--- src/rtl/pmsr_defines.vh ---
// register offsets, field positions and reset values of the regulator register bank
`ifndef PMSR_DEFINES_VH
`define PMSR_DEFINES_VH

`define PMSR_ADDR_BAT_MON 8'h00
`define PMSR_ADDR_THERM 8'h01
`define PMSR_ADDR_B1_CTRL 8'h12
`define PMSR_ADDR_B2_PRI 8'h20
`define PMSR_ADDR_B2_SEC 8'h21
`define PMSR_ADDR_B2_CTRL 8'h22
`define PMSR_ADDR_B3_PRI 8'h30

`define PMSR_BIT_UNMASK 7
`define PMSR_BIT_FLAG 6
`define PMSR_BIT_BAT_LIVE 5
`define PMSR_BIT_BAT_SPARE 4
`define PMSR_BIT_ENABLE 7
`define PMSR_BIT_PHASE 2
`define PMSR_BIT_FAULT_UNMASK 1
`define PMSR_BIT_PGOOD 0

`define PMSR_RST_BAT_MON 8'h00
`define PMSR_RST_THERM 8'h00
`define PMSR_RST_CTRL 8'h00
`define PMSR_RST_VCODE 6'h00

`endif

--- src/rtl/pmsr_sync.v ---
// two-flop synchroniser for a bus of asynchronous status inputs
`timescale 1ns/1ps
module pmsr_sync #(
  parameter WIDTH = 1
) (
  // clock and reset
  input wire clock,
  input wire nrst,
  input wire clk_en,
  // data
  input wire [WIDTH-1:0] async_in,
  output reg [WIDTH-1:0] sync_out
);

  reg [WIDTH-1:0] stage_one;

  always @(posedge clock) begin
    if (!nrst) begin
      stage_one <= {WIDTH{1'b0}};
      sync_out <= {WIDTH{1'b0}};
    end else if (clk_en) begin
      stage_one <= async_in;
      sync_out <= stage_one;
    end
  end

endmodule

--- src/rtl/pmsr_regs.v ---
// control and status register bank for battery, thermal and buck regulators
// Function
// - battery register bit 7 unmasks battery interrupt
// - battery bit 6 shows battery interrupt generated
// - battery bit 5 shows live low-battery comparator
// - battery bits 3:0 hold threshold code
// - thermal register bit 7 unmasks thermal interrupt
// - thermal bit 6 shows thermal interrupt generated
// - control bit 7 enables the regulator
// - control bit 2 selects 180 degree phase
// - control bit 1 permits regulator fault interrupts
// - control bit 0 reports power good
// - primary code applies while select pin low
// - buck two secondary code applies while select pin high; buck three always uses its primary code
`timescale 1ns/1ps
`include "pmsr_defines.vh"
module pmsr_regs (
  // clock and reset
  input wire clock,
  input wire nrst,
  input wire clk_en,
  // register port
  input wire [7:0] reg_addr,
  input wire reg_wr,
  input wire [7:0] reg_wdata,
  input wire reg_rd,
  output reg [7:0] reg_rdata,
  // analog status pins
  input wire battery_low_cmp,
  input wire thermal_event,
  input wire [1:0] buck_pgood,
  input wire [1:0] buck_fault,
  input wire voltage_select_pin,
  // regulator controls
  output reg [3:0] battery_threshold_code,
  output reg [1:0] buck_enable,
  output reg [1:0] buck_phase,
  output reg [5:0] buck_two_vcode,
  output reg [5:0] buck_three_vcode,
  output reg irq_request
);

  // ----------------------------------------------------------------
  // input synchronisation
  // ----------------------------------------------------------------
  wire [6:0] sync_bus;

  pmsr_sync #(
    .WIDTH(7)
  ) u_sync (
    .clock(clock),
    .nrst(nrst),
    .clk_en(clk_en),
    .async_in({voltage_select_pin, buck_fault, buck_pgood, thermal_event, battery_low_cmp}),
    .sync_out(sync_bus)
  );

  wire battery_low_live = sync_bus[0];
  wire thermal_live = sync_bus[1];
  wire [1:0] pgood_live = sync_bus[3:2];
  wire [1:0] fault_live = sync_bus[5:4];
  wire voltage_select_pin_live = sync_bus[6];

  // ----------------------------------------------------------------
  // register storage
  // ----------------------------------------------------------------
  reg battery_irq_unmask;
  reg battery_irq_flag;
  reg battery_spare;
  reg thermal_irq_unmask;
  reg thermal_irq_flag;
  reg [5:0] thermal_spare;
  reg [1:0] fault_irq_unmask;
  reg [5:0] primary_voltage_code;
  reg [5:0] secondary_voltage_code;
  reg [5:0] b3_primary_voltage_code;

  wire wr_bat = reg_wr && (reg_addr == `PMSR_ADDR_BAT_MON);
  wire wr_therm = reg_wr && (reg_addr == `PMSR_ADDR_THERM);
  wire wr_b1 = reg_wr && (reg_addr == `PMSR_ADDR_B1_CTRL);
  wire wr_b2_pri = reg_wr && (reg_addr == `PMSR_ADDR_B2_PRI);
  wire wr_b2_sec = reg_wr && (reg_addr == `PMSR_ADDR_B2_SEC);
  wire wr_b2 = reg_wr && (reg_addr == `PMSR_ADDR_B2_CTRL);
  wire wr_b3_pri = reg_wr && (reg_addr == `PMSR_ADDR_B3_PRI);
  wire [1:0] wr_ctrl = {wr_b2, wr_b1};

  always @(posedge clock) begin
    if (!nrst) begin
      battery_irq_unmask <= 1'b0;
      battery_spare <= 1'b0;
      battery_threshold_code <= 4'h0;
      thermal_irq_unmask <= 1'b0;
      thermal_spare <= 6'h00;
      primary_voltage_code <= `PMSR_RST_VCODE;
      secondary_voltage_code <= `PMSR_RST_VCODE;
      b3_primary_voltage_code <= `PMSR_RST_VCODE;
    end else if (clk_en) begin
      if (wr_bat) begin
        battery_irq_unmask <= reg_wdata[`PMSR_BIT_UNMASK];
        battery_spare <= reg_wdata[`PMSR_BIT_BAT_SPARE];
        battery_threshold_code <= reg_wdata[3:0];
      end
      if (wr_therm) begin
        thermal_irq_unmask <= reg_wdata[`PMSR_BIT_UNMASK];
        thermal_spare <= reg_wdata[5:0];
      end
      if (wr_b2_pri) begin
        primary_voltage_code <= reg_wdata[5:0];
      end
      if (wr_b2_sec) begin
        secondary_voltage_code <= reg_wdata[5:0];
      end
      if (wr_b3_pri) begin
        b3_primary_voltage_code <= reg_wdata[5:0];
      end
    end
  end

  // ----------------------------------------------------------------
  // per-regulator control bits
  // ----------------------------------------------------------------
  genvar gi;
  generate
    for (gi = 0; gi < 2; gi = gi + 1) begin : g_ctrl
      always @(posedge clock) begin
        if (!nrst) begin
          buck_enable[gi] <= 1'b0;
          buck_phase[gi] <= 1'b0;
          fault_irq_unmask[gi] <= 1'b0;
        end else if (clk_en && wr_ctrl[gi]) begin
          buck_enable[gi] <= reg_wdata[`PMSR_BIT_ENABLE];
          buck_phase[gi] <= reg_wdata[`PMSR_BIT_PHASE];
          fault_irq_unmask[gi] <= reg_wdata[`PMSR_BIT_FAULT_UNMASK];
        end
      end
    end
  endgenerate

  // ----------------------------------------------------------------
  // interrupt status: flags follow the unmasked live condition
  // ----------------------------------------------------------------
  wire [1:0] fault_hit = fault_live & fault_irq_unmask;

  always @(posedge clock) begin
    if (!nrst) begin
      battery_irq_flag <= 1'b0;
      thermal_irq_flag <= 1'b0;
      irq_request <= 1'b0;
    end else if (clk_en) begin
      battery_irq_flag <= battery_low_live && battery_irq_unmask;
      thermal_irq_flag <= thermal_live && thermal_irq_unmask;
      irq_request <= (battery_low_live && battery_irq_unmask) ||
                     (thermal_live && thermal_irq_unmask) ||
                     (|fault_hit);
    end
  end

  // ----------------------------------------------------------------
  // voltage code selection
  // ----------------------------------------------------------------
  always @(posedge clock) begin
    if (!nrst) begin
      buck_two_vcode <= `PMSR_RST_VCODE;
      buck_three_vcode <= `PMSR_RST_VCODE;
    end else if (clk_en) begin
      buck_two_vcode <= voltage_select_pin_live ? secondary_voltage_code : primary_voltage_code;
      buck_three_vcode <= b3_primary_voltage_code;
    end
  end

  // ----------------------------------------------------------------
  // read path, unmapped addresses read zero
  // ----------------------------------------------------------------
  reg [7:0] next_rdata;

  always @* begin
    next_rdata = 8'h00;
    case (reg_addr)
      `PMSR_ADDR_BAT_MON: begin
        next_rdata = {battery_irq_unmask, battery_irq_flag, battery_low_live,
                      battery_spare, battery_threshold_code};
      end
      `PMSR_ADDR_THERM: begin
        next_rdata = {thermal_irq_unmask, thermal_irq_flag, thermal_spare};
      end
      `PMSR_ADDR_B1_CTRL: begin
        next_rdata = {buck_enable[0], 4'h0, buck_phase[0], fault_irq_unmask[0],
                      pgood_live[0]};
      end
      `PMSR_ADDR_B2_PRI: begin
        next_rdata = {2'b00, primary_voltage_code};
      end
      `PMSR_ADDR_B2_SEC: begin
        next_rdata = {2'b00, secondary_voltage_code};
      end
      `PMSR_ADDR_B2_CTRL: begin
        next_rdata = {buck_enable[1], 4'h0, buck_phase[1], fault_irq_unmask[1],
                      pgood_live[1]};
      end
      `PMSR_ADDR_B3_PRI: begin
        next_rdata = {2'b00, b3_primary_voltage_code};
      end
      default: begin
        next_rdata = 8'h00;
      end
    endcase
  end

  always @(posedge clock) begin
    if (!nrst) begin
      reg_rdata <= 8'h00;
    end else if (clk_en && reg_rd) begin
      reg_rdata <= next_rdata;
    end
  end

endmodule

--- config.mk ---
export PLATFORM = sky130hd
export DESIGN_NAME = pmsr_regs
export DESIGN_NICKNAME = d
export VERILOG_FILES = /design/src/rtl/pmsr_sync.v /design/src/rtl/pmsr_regs.v
export VERILOG_INCLUDE_DIRS = /design/src /design/src/rtl
export SDC_FILE = /design/constraint.sdc
export NUM_CORES = 1
export LEC_CHECK = 0
export ABC_AREA = 1
export ABC_CLOCK_PERIOD_IN_PS = 3200
export BUFFER_PORTS_ARGS = -buffer_cell sky130_fd_sc_hd__buf_2
export CAP_MARGIN = 10
export CORE_ASPECT_RATIO = 1.2
export CORE_UTILIZATION = 35
export DETAILED_ROUTE_END_ITERATION = 10
export PLACE_DENSITY = 0.64
export SYNTH_ARGS = -nofsm -noshare
export SYNTH_HDL_FRONTEND = slang
export SYNTH_SLANG_ARGS = --single-unit
--- constraint.sdc ---
create_clock -name clock -period 3.2 [get_ports clock]
set_clock_uncertainty 0.15 [all_clocks]
set_input_delay 0.32 -clock clock [delete_from_list [all_inputs] [get_ports clock]]
set_output_delay 0.32 -clock clock [all_outputs]
set_load 0.01 [all_outputs]
==> run_results.csv <==
group,metric,value,unit
outcome,outcome,"finished, final reports clean",
min_path,min_delay_path_depth,3,
cells_and_area,seq_area,1480,sq um
timing,fin_setup_tns,0,ps
clock_network,post_cts_buffers,0,
yosys,syn_nets,455,
clock_network,clockBufferDepth,2,
clock_network,cts_buffers,9,
timing,rsz0062_at_grt,"false",
global_routing,grt_max_degree,36,
critical_path,crit_fanout,24,
power_and_ir_drop,finalPower,1.84,mW
clock_network,ctsResizeCount,0,
die,placementRows,37,
place,gp_congestion,0.826,
clock_network,cts_tree,"built",
cells_and_area,multi_input_area,1410,sq um
critical_path,slowest_delay,320,ps
critical_path,required,3280,ps
power_and_ir_drop,powerDensity,497,nW/um^2
job,max_cap_viol_count,0,
clock_network,clk_latency,350,ps
die,start_util,36.3,%
global_routing,global_route.overflow_total,0,
die,core_area,8660,sq um
timing,worstMarginPinSlew,849,ps
timing,achievable-frequency,599,MHz
critical_path,crit_family,"simple AND/OR/NAND/NOR gates",
critical_path,cp-end-kind,"flip-flop",
critical_path,path_depth,6,
route,vias,2921,
clock_network,clk_pin_slew,80,ps
critical_path,worst_setup_path_start_kind,"input port",
place,io_buffer_count,55,
yosys,syn_area,3150,sq um
place,dp.final_hpwl,5800,microns
timing,finalSetupViolCount,0,
min_path,hold_start,"buck_pgood[1]",
critical_path,cp_num_buf_inv,2,
route,wl_per_cell,13.4,microns
timing,slew_headroom,43.4,%
route,vias_per_cell,4.88,
min_path,hp-class,"input port to flip-flop",
yosys,synth_cell_type_count,26,
critical_path,path_cells,"buf_2 -> nand2_2 -> inv_2 -> nand3_1 -> o21ai_0 -> a21oi_1",
global_routing,grt_usage,18.7,%
yosys,ys_ff_latch,74,
cells_and_area,fillCellCount,925,
critical_path,setup.worst_path.start,"clk_en",
critical_path,reg2regPathDepth,5,
timing,worst_hold_slack,34.8,ps
critical_path,worstSetupPathType,"input port to flip-flop",
power_and_ir_drop,power.leakage,1.64,nW
yosys,ys_seq_area_share,47.1,%
clock_network,cts_hold_buf,0,
route,antenna_left,0,
die,die_h,106,microns
cells_and_area,drive_gt1_share,20.3,%
route,drt-total-wl,8030,microns
timing,fin_crit_sh,52.1,%
yosys,netlist_instances,427,
global_routing,grt_pass1_wl,13300,microns
global_routing,antenna_found_initial,0,
timing,min_period,1670,ps
die,die_x,88.5,microns
cells_and_area,syn_to_final_growth,17.5,%
clock_network,clock_sinks,74,
power_and_ir_drop,ir_drop,185,uV
route,drtPass1Iterations,4,
yosys,synth_warnings,0,
global_routing,grt_pass1_vias,2713,
critical_path,critical_path.slowest_cell,"buf_2",
yosys,avgSynthCellArea,7.37,sq um
die,pin_count,57,
die,die-area,9370,sq um
clock_network,cts_max_level,3,
clock_network,cts_root_buf,"clkbuf_8",
timing,maxSlewViolCount,0,
timing,finalHoldViolCount,0,
route,drc,0,
critical_path,r2r_start,"u_sync.sync_out[6]",
critical_path,critical_path_arrival,1750,ps
cells_and_area,fin_nets,505,
route,drtIter0Drc,202,
cells_and_area,insertedDiodeCount,0,
-- routing by layer --
metal	part of all wire, %	track usage, %
met5	0	0
met3	4.4	3.45
met2	47	28.7
met1	46	24.7
met4	2.8	9.45
-- layout by cell type (no fill, tap or decap), types with 8 or more instances in the layout --
master / synthesis / layout
a21oi_1: 43 / 43
inv_1: 34 / 34
nor2_1: 71 / 71
clkbuf_8: 0 / 11
dfxtp_1: 74 / 74
nand2_1: 48 / 48
nand2_2: 8 / 8
nand3_1: 32 / 32
o21ai_0: 66 / 66
buf_2: 3 / 55
-- flip-flops by register name (all words and copies together), names as in the netlist --
| register | flops |
|---|---|
| reg_rdata | 8 |
| u_sync.stage_one | 7 |
| u_sync.sync_out | 7 |
| b3_primary_voltage_code | 6 |
| buck_three_vcode | 6 |
| buck_two_vcode | 6 |
| primary_voltage_code | 6 |
| secondary_voltage_code | 6 |
| thermal_spare | 6 |
| battery_threshold_code | 4 |
| buck_enable | 2 |
| buck_phase | 2 |
| fault_irq_unmask | 2 |
| battery_irq_flag | 1 |
| battery_irq_unmask | 1 |
| battery_spare | 1 |
| irq_request | 1 |
| thermal_irq_flag | 1 |
| thermal_irq_unmask | 1 |
-- metrics by stage --
stage	cells	util (%)	cell area (sq um)	worst slack, ps
4_1_cts	599	42.7	3700	1560
6_report	599	42.7	3700	1530
2_1_floorplan	427	-	3150	1800
3_5_place_dp	583	40.3	3480	1190
5_1_grt	599	42.7	3700	1310
3_3_place_gp	583	40.3	3480	1200
-- path summary, 6_finish.rpt --
path	endpoint	slack, ps
min	u_sync.stage_one[3]	30
max	secondary_voltage_code[3]	1530
max reg2reg	buck_two_vcode[3]	2030
min reg2reg	reg_rdata[3]	320
-- area by class of cell --
class                           count  share of cell area (%)
Clock buffer                       11                    4.09
Clock inverter                      5                    1.66
Inverter                           41                    4.20
Multi-Input combinational cell    294                    38.2
Sequential cell                    74                    40.1
Tap cell                          117                    3.96
Timing Repair Buffer               57                    7.85
-- report_power, final --
part	internal [mW]	switching (mW)	leakage (nW)
clock	0.405	0.351	0.0982
sequential	0.942	0.0107	0.602
combinational	0.0420	0.0886	0.936
-- cells in the mapped netlist --
cell type / n / area, sq um
nor2_4: 6 / 67.6
clkinv_1: 1 / 3.75
buf_6: 3 / 33.8
nand2_4: 1 / 11.3
a41oi_1: 1 / 8.76
nor2_2: 2 / 12.5
inv_2: 5 / 18.8
o21ai_1: 3 / 15.0
nand2_2: 8 / 50.1
nand2_1: 48 / 180
nand3_1: 32 / 160
nand3_2: 2 / 20.0
a21oi_1: 43 / 215
nor3_1: 3 / 15.0
a211oi_1: 1 / 7.51
buf_2: 3 / 15.0
o211ai_1: 6 / 45.0
clkinv_2: 1 / 5.00
nor2_1: 71 / 267
buf_1: 1 / 3.75
dfxtp_1: 74 / 1480
buf_4: 1 / 7.51
clkbuf_1: 10 / 37.5
inv_1: 34 / 128
nand4_1: 1 / 6.26
o21ai_0: 66 / 330
-- cell families (layout without fill, tap and decap cells) --
group                  after synthesis  after routing  synth area share, %
AO/OA/AOI/OAI                      120            120                 19.8
AND/OR/NAND/NOR                    174            174                 25.1
buffers and inverters               59            114                 8.03
flip-flops                          74             74                 47.1
-- tightest hold or removal path: stages --
cell    delay (ps)
buf_2           70
nor2_1          30
nor2_1          80
No activity file was read; power rests on OpenSTA's default activity.
